===== config.mk =====
export PLATFORM = sky130hd
export DESIGN_NAME = mic_ctrl
export DESIGN_NICKNAME = d
export VERILOG_FILES = /design/src/mic_pkg.sv /design/src/mic_stk_if.sv /design/src/mic_edge.sv /design/src/mic_stack.sv /design/src/mic_ctrl.sv
export SDC_FILE = /design/constraint.sdc
export NUM_CORES = 1
export LEC_CHECK = 0
export BUFFER_PORTS_ARGS = -buffer_cell sky130_fd_sc_hd__buf_2
export CORE_MARGIN = 5
export CORE_UTILIZATION = 60
export CTS_CLUSTER_DIAMETER = 150
export DETAILED_ROUTE_END_ITERATION = 6
export GPL_TIMING_DRIVEN = 0
export PLACE_DENSITY = 0.84
export SLEW_MARGIN = 40
export SYNTH_ARGS = -nofsm -noshare
export SYNTH_HDL_FRONTEND = slang
export SYNTH_SLANG_ARGS = --single-unit

===== constraint.sdc =====
create_clock -name CORE_CLK -period 7.7 [get_ports CORE_CLK]
set_clock_uncertainty 0.2 [all_clocks]
set_input_delay 0.385 -clock CORE_CLK [delete_from_list [all_inputs] [get_ports CORE_CLK]]
set_output_delay 0.385 -clock CORE_CLK [all_outputs]
set_load 0.01 [all_outputs]

===== src/mic_pkg.sv =====
// Shared constants and types of the interrupt controller
package mic_pkg;
    // ------------------------------------------------------------
    // Sources
    // ------------------------------------------------------------
    localparam int NUM_SRC = 7;
    localparam int SRC_PORT_A = 0;
    localparam int SRC_PORT_B = 1;
    localparam int SRC_WIDE_TMR = 2;
    localparam int SRC_CMP = 3;
    localparam int SRC_TMR2 = 4;
    localparam int SRC_TMR3 = 5;
    localparam int SRC_PWM0 = 6;

    // ------------------------------------------------------------
    // Register map (byte addresses, 8-bit data)
    // ------------------------------------------------------------
    localparam logic [7:0] ADDR_FLAGS = 8'h00;
    localparam logic [7:0] ADDR_ENABLE = 8'h01;
    localparam logic [7:0] ADDR_EDGE_A = 8'h02;
    localparam logic [7:0] ADDR_EDGE_B = 8'h03;
    localparam logic [7:0] ADDR_SP = 8'h04;
    localparam logic [7:0] ADDR_STATUS = 8'h05;
    localparam logic [6:0] FLAGS_RST = 7'h00;
    localparam logic [6:0] ENABLE_RST = 7'h00;
    localparam logic [7:0] EDGE_A_RST = 8'h00;
    localparam logic [5:0] EDGE_B_RST = 6'h00;
    localparam logic [7:0] SP_RST = 8'h00;
    localparam logic [7:0] EDGE_A_MASK = 8'hdf;
    localparam logic [7:0] SP_MASK = 8'hfe;
    localparam int WIDE_TMR_EDGE_BIT = 4;

    // ------------------------------------------------------------
    // Edge modes, stack and vector
    // ------------------------------------------------------------
    localparam logic [1:0] EDGE_BOTH = 2'h0;
    localparam logic [1:0] EDGE_RISE = 2'h1;
    localparam logic [1:0] EDGE_FALL = 2'h2;
    localparam logic [7:0] SP_ONE = 8'h01;
    localparam logic [7:0] SP_STEP = 8'h02;
    localparam logic [15:0] VECTOR_ADDR = 16'h0010;

    typedef enum logic [1:0] {
        OP_PUSH_PC,
        OP_PUSH_AF,
        OP_POP_PC,
        OP_POP_AF
    } mic_stk_op_e;
endpackage


===== src/mic_stk_if.sv =====
// Link between the controller core and its stack engine
`timescale 1ns/1ps
`default_nettype none
interface mic_stk_if;
    logic start;
    mic_pkg::mic_stk_op_e op;
    logic [15:0] wdata;
    logic [7:0] sp;
    logic done;
    logic [15:0] rdata;
    logic [7:0] sp_new;
    logic mem_we;
    logic mem_re;
    logic [7:0] mem_addr;
    logic [7:0] mem_wdata;
    logic [7:0] mem_rdata;
    modport ctrl (output start, op, wdata, sp, mem_rdata,
        input done, rdata, sp_new, mem_we, mem_re, mem_addr, mem_wdata);
    modport eng (input start, op, wdata, sp, mem_rdata,
        output done, rdata, sp_new, mem_we, mem_re, mem_addr, mem_wdata);
endinterface
`default_nettype wire


===== src/mic_edge.sv =====
// Source synchroniser and selectable edge detector
`timescale 1ns/1ps
`default_nettype none
module mic_edge (
    input wire logic clk,
    input wire logic rstn,
    input wire logic src,
    input wire logic [1:0] mode,
    output logic evt
);
    typedef struct packed {
        logic sync1;
        logic sync2;
        logic last;
        logic evt;
    } mic_edge_s;

    mic_edge_s q_reg;
    mic_edge_s q_next;
    logic rise;
    logic fall;

    // Two-stage sync, then edge pick by mode
    always_comb begin
        q_next = q_reg;
        q_next.sync1 = src;
        q_next.sync2 = q_reg.sync1;
        q_next.last = q_reg.sync2;
        rise = q_reg.sync2 & ~q_reg.last;
        fall = ~q_reg.sync2 & q_reg.last;
        if (mode == mic_pkg::EDGE_RISE) begin
            q_next.evt = rise;
        end else if (mode == mic_pkg::EDGE_FALL) begin
            q_next.evt = fall;
        end else begin
            q_next.evt = rise | fall;
        end
    end

    // State register
    always_ff @(posedge clk or negedge rstn) begin
        if (!rstn) begin
            q_reg <= '0;
        end else begin
            q_reg <= q_next;
        end
    end

    assign evt = q_reg.evt;
endmodule
`default_nettype wire


===== src/mic_stack.sv =====
// Stack engine: two-byte pushes and pops in data memory
`timescale 1ns/1ps
`default_nettype none
module mic_stack (
    input wire logic clk,
    input wire logic rstn,
    mic_stk_if.eng stk
);
    typedef enum logic [2:0] {
        ST_IDLE, ST_WR_HI, ST_FIN, ST_RD_LO, ST_RD_HI, ST_RD_END
    } mic_eng_state_e;

    typedef struct packed {
        mic_eng_state_e state;
        logic [15:0] data;
        logic [7:0] sp;
        logic we;
        logic re;
        logic [7:0] addr;
        logic [7:0] wdata;
        logic done;
        logic [7:0] sp_new;
    } mic_eng_s;

    mic_eng_s q_reg;
    mic_eng_s q_next;

    // Low byte at sp, high byte at sp+1; pops read back sp-2, sp-1
    always_comb begin
        q_next = q_reg;
        q_next.done = 1'b0;
        unique case (q_reg.state)
            ST_IDLE: begin
                if (stk.start) begin
                    q_next.sp = stk.sp;
                    q_next.data = stk.wdata;
                    if (stk.op == mic_pkg::OP_PUSH_PC ||
                        stk.op == mic_pkg::OP_PUSH_AF) begin
                        q_next.we = 1'b1;
                        q_next.addr = stk.sp;
                        q_next.wdata = stk.wdata[7:0];
                        q_next.state = ST_WR_HI;
                    end else begin
                        q_next.re = 1'b1;
                        q_next.addr = stk.sp - mic_pkg::SP_STEP;
                        q_next.state = ST_RD_LO;
                    end
                end
            end
            ST_WR_HI: begin
                q_next.addr = q_reg.sp + mic_pkg::SP_ONE;
                q_next.wdata = q_reg.data[15:8];
                q_next.state = ST_FIN;
            end
            ST_FIN: begin
                q_next.we = 1'b0;
                q_next.done = 1'b1;
                q_next.sp_new = q_reg.sp + mic_pkg::SP_STEP;
                q_next.state = ST_IDLE;
            end
            ST_RD_LO: begin
                q_next.addr = q_reg.sp - mic_pkg::SP_ONE;
                q_next.state = ST_RD_HI;
            end
            ST_RD_HI: begin
                q_next.re = 1'b0;
                q_next.data[7:0] = stk.mem_rdata;
                q_next.state = ST_RD_END;
            end
            ST_RD_END: begin
                q_next.data[15:8] = stk.mem_rdata;
                q_next.done = 1'b1;
                q_next.sp_new = q_reg.sp - mic_pkg::SP_STEP;
                q_next.state = ST_IDLE;
            end
        endcase
    end

    // State register
    always_ff @(posedge clk or negedge rstn) begin
        if (!rstn) begin
            q_reg <= '0;
        end else begin
            q_reg <= q_next;
        end
    end

    assign stk.done = q_reg.done;
    assign stk.rdata = q_reg.data;
    assign stk.sp_new = q_reg.sp_new;
    assign stk.mem_we = q_reg.we;
    assign stk.mem_re = q_reg.re;
    assign stk.mem_addr = q_reg.addr;
    assign stk.mem_wdata = q_reg.wdata;
endmodule
`default_nettype wire


===== src/mic_ctrl.sv =====
// Interrupt controller core: flags, enables, stack pointer, sequencing
`timescale 1ns/1ps
`default_nettype none
module mic_ctrl (
    input wire logic CORE_CLK,
    input wire logic RSTN,
    input wire logic PORT_A_PIN0_SOURCE,
    input wire logic PORT_B_PIN0_SOURCE,
    input wire logic WIDE_TIMER_SOURCE,
    input wire logic COMPARATOR_SOURCE,
    input wire logic SECOND_TIMER_SOURCE,
    input wire logic THIRD_TIMER_SOURCE,
    input wire logic PWM_GEN_ZERO_SOURCE,
    input wire logic [7:0] REG_ADDR,
    input wire logic [7:0] REG_WDATA,
    input wire logic REG_WR,
    input wire logic REG_RD,
    output logic [7:0] REG_RDATA,
    input wire logic CPU_BOUNDARY,
    input wire logic [15:0] CPU_PC,
    input wire logic CPU_ENGINT,
    input wire logic CPU_DISGINT,
    input wire logic CPU_RETI,
    input wire logic CPU_PUSHAF,
    input wire logic CPU_POPAF,
    input wire logic [7:0] CPU_ACC,
    input wire logic [7:0] CPU_FLAGS,
    output logic BUSY,
    output logic GIE,
    output logic JUMP_LOAD,
    output logic [15:0] JUMP_PC,
    output logic AF_LOAD,
    output logic [7:0] AF_ACC,
    output logic [7:0] AF_FLAGS,
    output logic MEM_WE,
    output logic MEM_RE,
    output logic [7:0] MEM_ADDR,
    output logic [7:0] MEM_WDATA,
    input wire logic [7:0] MEM_RDATA
);
    localparam int N = mic_pkg::NUM_SRC;

    // ------------------------------------------------------------
    // State
    // ------------------------------------------------------------
    typedef struct packed {
        logic [N-1:0] flags;
        logic [N-1:0] enable;
        logic [7:0] edge_a;
        logic [5:0] edge_b;
        logic [7:0] sp;
        logic gie;
        logic busy;
        mic_pkg::mic_stk_op_e op;
        logic start;
        logic [15:0] start_data;
        logic [7:0] rdata;
        logic jump_load;
        logic [15:0] jump_pc;
        logic af_load;
        logic [7:0] af_acc;
        logic [7:0] af_flags;
    } mic_ctrl_s;

    mic_ctrl_s q_reg;
    mic_ctrl_s q_next;
    mic_stk_if stk ();

    logic [N-1:0] src_pins;
    logic [N-1:0] evt;
    logic [1:0] mode [N];
    logic [N-1:0] keep_mask;
    logic pending;
    logic take;
    logic accept_cmd;

    // ------------------------------------------------------------
    // Source capture
    // ------------------------------------------------------------
    // Pin order fixes the flag bit of each source
    assign src_pins[mic_pkg::SRC_PORT_A] = PORT_A_PIN0_SOURCE;
    assign src_pins[mic_pkg::SRC_PORT_B] = PORT_B_PIN0_SOURCE;
    assign src_pins[mic_pkg::SRC_WIDE_TMR] = WIDE_TIMER_SOURCE;
    assign src_pins[mic_pkg::SRC_CMP] = COMPARATOR_SOURCE;
    assign src_pins[mic_pkg::SRC_TMR2] = SECOND_TIMER_SOURCE;
    assign src_pins[mic_pkg::SRC_TMR3] = THIRD_TIMER_SOURCE;
    assign src_pins[mic_pkg::SRC_PWM0] = PWM_GEN_ZERO_SOURCE;

    // Edge mode per source from the two edge-select registers
    always_comb begin
        mode[mic_pkg::SRC_PORT_A] = q_reg.edge_a[1:0];
        mode[mic_pkg::SRC_PORT_B] = q_reg.edge_a[3:2];
        mode[mic_pkg::SRC_WIDE_TMR] =
            q_reg.edge_a[mic_pkg::WIDE_TMR_EDGE_BIT] ?
            mic_pkg::EDGE_FALL : mic_pkg::EDGE_RISE;
        mode[mic_pkg::SRC_CMP] = q_reg.edge_a[7:6];
        mode[mic_pkg::SRC_TMR2] = q_reg.edge_b[1:0];
        mode[mic_pkg::SRC_TMR3] = q_reg.edge_b[3:2];
        mode[mic_pkg::SRC_PWM0] = q_reg.edge_b[5:4];
    end

    // One synchroniser and edge detector per source
    for (genvar i = 0; i < N; i++) begin : g_src
        mic_edge u_edge (
            .clk(CORE_CLK),
            .rstn(RSTN),
            .src(src_pins[i]),
            .mode(mode[i]),
            .evt(evt[i])
        );
    end

    // ------------------------------------------------------------
    // Stack engine
    // ------------------------------------------------------------
    mic_stack u_stack (
        .clk(CORE_CLK),
        .rstn(RSTN),
        .stk(stk)
    );

    assign stk.start = q_reg.start;
    assign stk.op = q_reg.op;
    assign stk.wdata = q_reg.start_data;
    assign stk.sp = q_reg.sp;
    assign stk.mem_rdata = MEM_RDATA;

    // ------------------------------------------------------------
    // Request decision
    // ------------------------------------------------------------
    // Flag, enable and global enable must all agree
    assign pending = q_reg.gie && |(q_reg.flags & q_reg.enable);
    assign take = !q_reg.busy && CPU_BOUNDARY && pending;
    assign accept_cmd = !q_reg.busy && !take;

    // Written zeros clear flags; ones leave them alone
    assign keep_mask = (REG_WR && REG_ADDR == mic_pkg::ADDR_FLAGS) ?
        REG_WDATA[N-1:0] : '1;

    // ------------------------------------------------------------
    // Next state
    // ------------------------------------------------------------
    always_comb begin
        q_next = q_reg;
        q_next.start = 1'b0;
        q_next.jump_load = 1'b0;
        q_next.af_load = 1'b0;
        q_next.rdata = 8'h00;

        // New events win over a clear in the same cycle
        q_next.flags = (q_reg.flags & keep_mask) | evt;

        // Register writes
        if (REG_WR) begin
            unique case (REG_ADDR)
                mic_pkg::ADDR_ENABLE: q_next.enable = REG_WDATA[N-1:0];
                mic_pkg::ADDR_EDGE_A:
                    q_next.edge_a = REG_WDATA & mic_pkg::EDGE_A_MASK;
                mic_pkg::ADDR_EDGE_B: q_next.edge_b = REG_WDATA[5:0];
                mic_pkg::ADDR_SP:
                    q_next.sp = REG_WDATA & mic_pkg::SP_MASK;
                default: ;
            endcase
        end

        // Register reads, data valid in the next cycle only
        if (REG_RD) begin
            unique case (REG_ADDR)
                mic_pkg::ADDR_FLAGS: q_next.rdata = {1'b0, q_reg.flags};
                mic_pkg::ADDR_ENABLE: q_next.rdata = {1'b0, q_reg.enable};
                mic_pkg::ADDR_EDGE_A: q_next.rdata = q_reg.edge_a;
                mic_pkg::ADDR_EDGE_B: q_next.rdata = {2'b00, q_reg.edge_b};
                mic_pkg::ADDR_SP: q_next.rdata = q_reg.sp;
                mic_pkg::ADDR_STATUS:
                    q_next.rdata = {6'h00, q_reg.busy, q_reg.gie};
                default: q_next.rdata = 8'h00;
            endcase
        end

        // Global enable instructions
        if (CPU_ENGINT) begin
            q_next.gie = 1'b1;
        end
        if (CPU_DISGINT) begin
            q_next.gie = 1'b0;
        end

        // Entry or stack instruction starts the engine
        if (take) begin
            q_next.gie = 1'b0;
            q_next.busy = 1'b1;
            q_next.start = 1'b1;
            q_next.op = mic_pkg::OP_PUSH_PC;
            q_next.start_data = CPU_PC;
        end else if (accept_cmd && CPU_RETI) begin
            q_next.busy = 1'b1;
            q_next.start = 1'b1;
            q_next.op = mic_pkg::OP_POP_PC;
        end else if (accept_cmd && CPU_PUSHAF) begin
            q_next.busy = 1'b1;
            q_next.start = 1'b1;
            q_next.op = mic_pkg::OP_PUSH_AF;
            q_next.start_data = {CPU_FLAGS, CPU_ACC};
        end else if (accept_cmd && CPU_POPAF) begin
            q_next.busy = 1'b1;
            q_next.start = 1'b1;
            q_next.op = mic_pkg::OP_POP_AF;
        end

        // Completion: pointer update beats a software write
        if (stk.done) begin
            q_next.busy = 1'b0;
            q_next.sp = stk.sp_new;
            unique case (q_reg.op)
                mic_pkg::OP_PUSH_PC: begin
                    q_next.jump_load = 1'b1;
                    q_next.jump_pc = mic_pkg::VECTOR_ADDR;
                end
                mic_pkg::OP_POP_PC: begin
                    q_next.jump_load = 1'b1;
                    q_next.jump_pc = stk.rdata;
                    q_next.gie = 1'b1;
                end
                mic_pkg::OP_POP_AF: begin
                    q_next.af_load = 1'b1;
                    q_next.af_acc = stk.rdata[7:0];
                    q_next.af_flags = stk.rdata[15:8];
                end
                mic_pkg::OP_PUSH_AF: ;
            endcase
        end
    end

    // ------------------------------------------------------------
    // State register
    // ------------------------------------------------------------
    always_ff @(posedge CORE_CLK or negedge RSTN) begin
        if (!RSTN) begin
            q_reg <= '0;
            q_reg.flags <= mic_pkg::FLAGS_RST;
            q_reg.enable <= mic_pkg::ENABLE_RST;
            q_reg.edge_a <= mic_pkg::EDGE_A_RST;
            q_reg.edge_b <= mic_pkg::EDGE_B_RST;
            q_reg.sp <= mic_pkg::SP_RST;
        end else begin
            q_reg <= q_next;
        end
    end

    // Outputs straight from state
    assign REG_RDATA = q_reg.rdata;
    assign BUSY = q_reg.busy;
    assign GIE = q_reg.gie;
    assign JUMP_LOAD = q_reg.jump_load;
    assign JUMP_PC = q_reg.jump_pc;
    assign AF_LOAD = q_reg.af_load;
    assign AF_ACC = q_reg.af_acc;
    assign AF_FLAGS = q_reg.af_flags;
    assign MEM_WE = stk.mem_we;
    assign MEM_RE = stk.mem_re;
    assign MEM_ADDR = stk.mem_addr;
    assign MEM_WDATA = stk.mem_wdata;
endmodule
`default_nettype wire


Word level (Yosys, flattened, before mapping)
Index checks and enable logic that the tools add are counted.

Word-level logic and storage cells: 218. Output and inout bits: 62. Bits of input ports: 73. Register bits after elaboration: 180.

Equal/unequal tests: 31. Reduce and logical (&&, ||, !) cells: 42. Add/subtract/negate cells: 5. Bitwise logic cells: 38. Multiplexer cells: 48.

Operator list (count): 8-bit case mux with 2 select lines (3); 8-bit case mux with 6 select lines (1); 45-bit 2-to-1 mux (1); 8-bit 2-to-1 mux (5); 34-bit 2-to-1 mux (1); 17-bit case mux with 2 select lines (1); 16-bit 2-to-1 mux (2); 8-bit case mux with 3 select lines (1); 2-bit AND reduction (11); 1-bit 2-to-1 mux (20); 20-bit 2-to-1 mux (1); 2-bit equality test (second input constant) (9); 9-bit case mux with 2 select lines (1); 2-bit nonzero test (9); 17-bit 2-to-1 mux (1); 2-bit by 1-bit equality test with 1-bit output (second input constant) (8); 8-bit by 2-bit equality test with 1-bit output (second input constant) (2); 8-bit by 3-bit equality test with 1-bit output (second input constant) (2); 8-bit by 2-bit subtractor with 8-bit output (second input constant) (2); 3-bit case mux with 5 select lines (1); 1-bit bitwise AND (14); 7-bit bitwise AND (2); 1-bit NOT (14); 4-bit 2-to-1 mux (3); 27 further kinds (49).

Depth between registers and ports, before layout
Gate-level depths: netlist of the first run.

Word-level depth: 12. Mapped depth: 11. Gate-level depth less buffers: 9.

Cells and area by module
From an unflattened synthesis of the first run, not the netlist that was laid out.

Cell total of the unflattened synthesis: 832. Area total of the unflattened synthesis: 8942.3 um2.

By module, submodules not included: mic_ctrl (area each 4633.2 um2, sequential area each 2452.4 um2, cells an instance 382, times used 1); mic_stack (area each 3205.6 um2, sequential area each 1351.3 um2, cells an instance 359, times used 1); mic_edge (area each 157.7 um2, sequential area each 100.1 um2, cells an instance 13, times used 7).

Worst setup path after synthesis of the first run
OpenSTA, ideal clock, no wires.

Path kind: flip-flop to flip-flop. Start: reg u_stack.q_reg[53] (netlist name). End: reg u_stack.q_reg, in the netlist u_stack.stk.mem_addr[6]. Required time: 7.380 ns. Cell stages (with the launch flop): 12. Setup time: 0.120 ns. Period minus slack after synthesis: 2.952 ns. Path buffers: 2. Path slack: 4.748 ns. Arrival: 2.632 ns. Path through: dfrtp_1 > clkbuf_1 > nor2b_1 > buf_1 > nand2_1 > inv_1 > ha_1 > nor2b_1 > o31a_1 > o21a_1 > or3_1 > a31o_2.

Cells in the longest elaborated chain, start to end: 3. Elaborated cells between the ends (all ways): 7. Those cells by class: eq/ne: 3; mux: 1; reduce/logical: 3.

Ends and longest elaborated chain: from (decl) (line mic_stack.sv:25) `mic_eng_s q_reg;`; from (signal assigned) (line mic_stack.sv:84) `q_reg <= q_next;`; 3-bit by 1-bit equality test with 1-bit output, or another cell as far along (line mic_stack.sv:32) `unique case (q_reg.state)`; 3-bit nonzero test (no line) / 2-bit != test (equally long branches); 2-bit AND reduction (no line).

Parallel ways exist; a longest one is shown, timed or not. A chain may end at the register's enable or synchronous reset.

Worst setup path after layout of the first run
Same ends and word-level chain as after synthesis.

==> impl_metrics.yaml, run 1 <==
clocking:
  cts_sinks: 180
  cts_resized: 0
  htree_levels: 4
  path_clk_slew_ns: 0.07
  cts_made_buffers: 17
  cts_root_buf: "clkbuf_16"
  clock_latency_ns: 0.44
  clk_path_buf_depth: 2
  cts_hold_buf: 16
  cts_tree: "yes"
  cts_setup_buffers: 0
critical_path:
  r2r_setup_slack_ns: 4.40
  crit_chain: "clkbuf_1 > nor2b_1 > buf_1 > nand2_1 > inv_1 > ha_1 > nor2b_1 > o31a_1 > o21a_1 > or3_1 > a31o_2"
  setup.worst_path.start: "u_stack.q_reg[53]$_DFFE_PN0P_"
  cpMostUsedCell: "nor2b_1"
  path_delay_family: "simple AND/OR/NAND/NOR gates"
  cp.arrival_ns: 3.42
  cp_num_buf_inv: 3
  cp_slowest_cell: "dfrtp_1"
  cp_max_fo: 10
  worstSetupEndpointType: "flop"
  startpoint_type: "flop"
  critical_path_class: "flop to flop"
  reg2reg_from: "u_stack.q_reg[53]$_DFFE_PN0P_"
  cp_slowest_stage_delay_ns: 0.36
  required_ns: 7.83
run:
  drv_cap: 0
routing:
  wirelength_mm: 21.5
  firstDrtPassIters: 5
  drt_iter0_drc: 587
  drc: 0
  ant_nets: 0
  routed_via_density: 5.71
  routedWlPerCell_um: 18.2
  via_count: 6733
sta:
  finalSetupTns_ns: 0
  fin_crit_sh_pct: 42.8
  fin_crit_ns: 3.30
  fin_ws_ns: 4.40
  worstMarginPinSlew_ns: 0.737
  setup-violations-final: 0
  fmax_mhz: 303
  maxSlewViolCount: 0
  max_slew_margin_pct: 50.9
  hold_viol: 0
  rsz0062_at_grt: "false"
  hold_ws_ns: 0.0157
grt:
  grt_overflow: 0
  grt_max_degree: 64
  first_global_vias: 6724
  grt_pass1_wl_mm: 34.3
  antenna_found_initial: 1
  grtUsageTotal_pct: 26.7
synthesis:
  synth_edf_count: 0
  syn_inst: 815
  ys_async_sr_fraction_pct: 100
  ys_warn_count: 0
  syn_area_um2: 8520
  yosysSeqAreaShare_pct: 52.9
  synth-seq-cells: 180
  synth.distinct_cells: 57
  syn_area_per_cell_um2: 10.5
  synthFlopType: "dfrtp_1"
  syn_nets: 914
placement:
  place_congestion: 0.884
  dpl_worst_slack_ns: 4.41
  dp_hpwl_mm: 15.2
  numPortBuffers: 133
  dp_cells: 1130
min_path:
  hold_class: "input pin to flop"
  worstHoldStart: "MEM_RDATA[7]"
floorplan:
  design.core.area_um2: 13900
  ios: 135
  die_h_um: 129
  fp-row-count: 43
  die_x_um: 129
  dieArea_um2: 16700
  initial_core_util_pct: 61.4
final_layout:
  area_growth_pct: 20.2
  mostFrequentLayoutCell: "dfrtp_1"
  stdcell_count: 1179
  nets: 1084
  drive_above_1_share_pct: 27.9
  final_cell_mix: "dfrtp_1, buf_2, nand2_1, buf_4, nor2_1"
pwr:
  power.total_w: 0.00362
  leakage_nw: 5.15
  power_density_nw_per_um2: 353
  peakVddDrop_mv: 0.232
status:
  status: "complete, no violations"
## cell usage after synthesis (5+ instances only)
| cell | count | area [um^2] |
|---|---|---|
| a211oi_1 | 7 | 52.6 |
| a21oi_1 | 49 | 245 |
| a22oi_1 | 18 | 135 |
| a31oi_1 | 7 | 43.8 |
| and3_1 | 10 | 62.6 |
| buf_1 | 7 | 26.3 |
| buf_4 | 57 | 428 |
| clkbuf_1 | 21 | 78.8 |
| dfrtp_1 | 180 | 4500 |
| ha_1 | 24 | 300 |
| inv_1 | 27 | 101 |
| mux2_2 | 42 | 473 |
| mux2i_1 | 36 | 360 |
| nand2_1 | 109 | 409 |
| nand2b_1 | 15 | 93.8 |
| nand3_1 | 22 | 110 |
| nand4_1 | 5 | 31.3 |
| nor2_1 | 56 | 210 |
| o21ai_0 | 48 | 240 |
| o21ai_1 | 8 | 40.0 |
| xnor2_1 | 9 | 78.8 |
| xor2_1 | 7 | 61.3 |
## area by class of cell
type | count | area (um^2)
diodes | 1 | 2.50
plain buffers | 87 | 551
clock buffers | 18 | 439
clock inverters | 14 | 165
fillers | 950 | 3640
inverters | 29 | 109
multi-input cells | 519 | 3360
flip-flops and latches | 180 | 4500
well taps | 180 | 225
repair buffers | 151 | 891
## where the power goes
part           leakage (nW)  switching [W]  total, W  internal, W
Sequential             2.26       0.000247   0.00148      0.00124
Combinational          2.60       0.000664   0.00125     0.000583
Clock                 0.296       0.000390  0.000887     0.000497
## cell families (layout without fill, tap and decap cells)
logic type               count (synthesis)  count (layout)  share of synthesized area, %
flip-flops                             180             180                          52.9
adder cells (fa/ha/maj)                 26              26                          4.00
other                                    0               1                             0
multiplexers                            80              80                          10.3
buffers and inverters                  116             299                          7.73
AND/OR/NAND/NOR                        240             240                          12.7
XOR/XNOR                                16              16                          1.65
AO/OA/AOI/OAI                          157             157                          10.7
## worst reg2reg max path, delay by kind of cell (launching register included)
| family | cells | cell delay, ns |
|---|---|---|
| AND/OR/NAND/NOR | 4 | 0.86 |
| buffers and inverters | 3 | 0.79 |
| AO/OA/AOI/OAI | 3 | 0.68 |
| flip-flops | 1 | 0.36 |
| adder cells (fa/ha/maj) | 1 | 0.31 |
## routing by layer
metal  wire length [um]  share of wire (%)  global-route usage (%)  vias to the layer above
met1               8330                 39                    33.4                     3308
met3               1550                7.2                    7.01                       44
li1                   -                  -                       -                     3094
met5                  0                  0                       0                        -
met4                547                2.5                    9.02                        0
met2              11100                 51                    45.5                      287
## worst paths after layout
check / end / depth (start not counted)
min in group asynchronous: g_src[6].u_edge.q_reg[1]$_DFF_PN0_ / 2
max reg2reg: u_stack.stk.mem_addr[6]$_DFFE_PN0P_ / 11
max: u_stack.stk.mem_addr[6]$_DFFE_PN0P_ / 11
max in group asynchronous: u_stack.stk.rdata[12]$_DFFE_PN0P_ / 4
min: u_stack.stk.rdata[7]$_DFFE_PN0P_ / 3
min reg2reg: g_src[3].u_edge.q_next[1]$_DFF_PN0_ / 0
## per-stage QoR
step | utilization [%] | cell area [um^2]
6_report | 73.8 | 10200
5_1_grt | 73.8 | 10200
4_1_cts | 73.8 | 10200
3_5_place_dp | 68.3 | 9470
3_3_place_gp | 67.8 | 9410
2_1_floorplan | - | 8520
(Power assumes the default switching activity.)
==> inputs of run 2 (changes only) <==
--- a/config.mk
+++ b/config.mk
@@ -7,11 +7,11 @@
 export LEC_CHECK = 0
 export BUFFER_PORTS_ARGS = -buffer_cell sky130_fd_sc_hd__buf_2
 export CORE_MARGIN = 5
-export CORE_UTILIZATION = 60
+export CORE_UTILIZATION = 51
 export CTS_CLUSTER_DIAMETER = 150
 export DETAILED_ROUTE_END_ITERATION = 6
 export GPL_TIMING_DRIVEN = 0
-export PLACE_DENSITY = 0.84
+export PLACE_DENSITY = 0.76
 export SLEW_MARGIN = 40
 export SYNTH_ARGS = -nofsm -noshare
 export SYNTH_HDL_FRONTEND = slang
==> constraint.sdc (replaced) <==
create_clock -name CORE_CLK -period 2.69 [get_ports CORE_CLK]
set_clock_uncertainty 0.2 [all_clocks]
set_input_delay 0.1345 -clock CORE_CLK [delete_from_list [all_inputs] [get_ports CORE_CLK]]
set_output_delay 0.1345 -clock CORE_CLK [all_outputs]
set_load 0.01 [all_outputs]
==> run 2 against run 1 <==
Hold slack better by 0.014 ns. Utilization fell by 7.4 points. Register-to-register slack lost 4.3 ns. Fmax increased by 26%. Clock power rose to 2.9 times the previous value. Critical path depth is 1 lower. Critical endpoint unchanged. Via count increased by 3.1%. Non-clock buffer count increased by 56. Sequential share of layout area is 2.8 points lower. Die area up 16%. Final cell count increased by 8.1%. Design area up 6.8%. Highest routed layer unchanged.
==> impl_metrics.yaml, run 2 (same netlist as run 1, synthesis figures left out) <==
status:
  status: "complete, no violations"
critical_path:
  path_delay_family: "compound AO/OA/AOI/OAI gates"
  startpoint_type: "flop"
  worstSetupEndpointType: "flop"
  cp_num_buf_inv: 2
  cp.arrival_ns: 2.74
  required_ns: 2.81
  crit_cells: 10
  cp_slowest_stage_delay_ns: 0.45
  crit_chain: "nor2b_4 > buf_8 > nand2_4 > clkinv_4 > ha_4 > nor2b_1 > o31a_1 > o21a_1 > or3_1 > a31o_2"
  critical_path_class: "flop to flop"
  cp_max_fo: 10
  ff2ff_path_depth: 10
  cp_slowest_cell: "dfrtp_2"
pwr:
  peakVddDrop_mv: 0.544
  power.total_w: 0.0106
  leakage_nw: 5.42
  switching_share_pct: 35.6
  p_seq_share_pct: 40.5
  p_int_w: 0.00680
  comb_power_share_pct: 34.9
  power_density_nw_per_um2: 966
  power.share.clock_pct: 24.7
  switching_power_w: 0.00376
placement:
  numPortBuffers: 133
  place_congestion: 0.885
  dp_cells: 1171
  place_area_um2: 9560
  dp_hpwl_mm: 15.6
clocking:
  cts_made_buffers: 17
  clk_path_buf_depth: 2
  cts_sinks: 180
  cts_root_buf: "clkbuf_16"
  clock_latency_ns: 0.43
  htree_levels: 4
  cts_tree: "yes"
  path_clk_slew_ns: 0.07
grt:
  first_global_vias: 7160
  antenna_found_initial: 0
  grtUsageTotal_pct: 23.7
  grt_max_degree: 60
  grt_pass1_wl_mm: 37.0
  grt_overflow: 0
min_path:
  hold_class: "input pin to flop"
  holdPathStages: 4
floorplan:
  design.core.area_um2: 16500
  fp-row-count: 47
  dieArea_um2: 19400
  initial_core_util_pct: 51.7
  die_h_um: 139
  die_x_um: 139
  ios: 135
final_layout:
  area_growth_pct: 28.4
  mostFrequentLayoutCell: "dfrtp_1"
  design_area_um2: 10900
  drive_above_1_share_pct: 28.0
  antennaDiodeCount: 0
  final_cell_mix: "dfrtp_1, buf_2, nand2_1, dlygate4sd3_1, buf_4"
  fill_cells: 1234
  stdcell_count: 1274
  nets: 1140
sta:
  worstMarginPinSlew_ns: 0.695
  hold_viol: 0
  max_slew_margin_pct: 53.0
  fin_crit_sh_pct: 97.2
  fmax_mhz: 382
  setup-violations-final: 0
  hold_ws_ns: 0.0294
  maxSlewViolCount: 0
  fin_crit_ns: 2.62
routing:
  drt_iter0_drc: 561
  drc: 0
  routed_via_density: 5.45
  wirelength_mm: 22.5
  routedWlPerCell_um: 17.6
  ant_nets: 0
  firstDrtPassIters: 6
  via_count: 6939
run:
  drv_cap: 0
[run 2: area by class of cell]
class / count / area, um^2 / share of cell area (%)
flip-flops and latches: 180 / 4510 / 41.2
multi-input cells: 519 / 3400 / 31.1
repair buffers: 208 / 1460 / 13.3
plain buffers: 86 / 563 / 5.15
clock buffers: 17 / 425 / 3.89
well taps: 220 / 275 / 2.52
clock inverters: 15 / 194 / 1.77
inverters: 29 / 114 / 1.04
[run 2: stage by stage]
stage / worst slack, ns / setup TNS, ns / util [%]
final: 0.0741 / 0 / 66.4
after global routing: -0.00817 / -0.00817 / 66.4
after floorplan: 0.0311 / 0 / -
after global placement: -1.52 / -270.75 / 57.6
after CTS: 0.00484 / 0 / 66.2
after detailed placement: -0.335 / -0.929 / 58.1
[run 2: final timing paths]
path / endpoint / slack (ns) / from
min: stk.op[1]$_DFFE_PN0P_ / 0.03 / CPU_BOUNDARY
min reg2reg: g_src[4].u_edge.q_next[1]$_DFF_PN0_ / 0.15 / g_src[4].u_edge.q_next[2]$_DFF_PN0_
min in group asynchronous: JUMP_PC[14]$_DFFE_PN0P_ / 0.09 / RSTN
max reg2reg: u_stack.stk.mem_addr[6]$_DFFE_PN0P_ / 0.07 / u_stack.q_reg[51]$_DFFE_PN0P_
max: u_stack.stk.mem_addr[6]$_DFFE_PN0P_ / 0.07 / u_stack.q_reg[51]$_DFFE_PN0P_
max in group asynchronous: mode[0]$_DFFE_PN0P_ / 1.61 / RSTN
[run 2: per-layer routing]
metal	wire length, um	vias up	track usage, %
met3	1420	74	5.56
met5	0	-	0
li1	-	3208	-
met1	8990	3378	29.9
met2	11200	279	39.1
met4	894	0	10.8
[run 2: what timing repair did]
| item | 4_1_cts | 5_1_grt |
|---|---|---|
| setup buffers | 3 | 1 |
| gates resized for setup | 8 | 11 |
| endpoints found under the setup margin | 5 | 18 |
| pin swaps | 0 | 1 |
| hold endpoints to repair | 266 | 0 |
| hold buffers | 68 | 0 |
[run 2: worst reg2reg max path, delay by kind of cell (launching register included)]
kind            cells  cell delay, ns
flops               1            0.45
buf+inv             2            0.23
compound gates      3            0.69
fa+ha+maj           1            0.26
simple gates        4            0.68
[run 2: power by group through the flow]
| stage | Sequential (W) | Combinational (W) | Clock (W) |
|---|---|---|---|
| 6_report | 0.00428 | 0.00368 | 0.00260 |
| 5_1_grt | 0.00436 | 0.00410 | 0.00277 |
| 4_1_cts | 0.00424 | 0.00364 | 0.00263 |
| 3_5_place_dp | 0.00427 | 0.00351 | 0 |
| 3_3_place_gp | 0.00424 | 0.00338 | 0 |
| 2_1_floorplan | 0.00400 | 0.00252 | 0 |
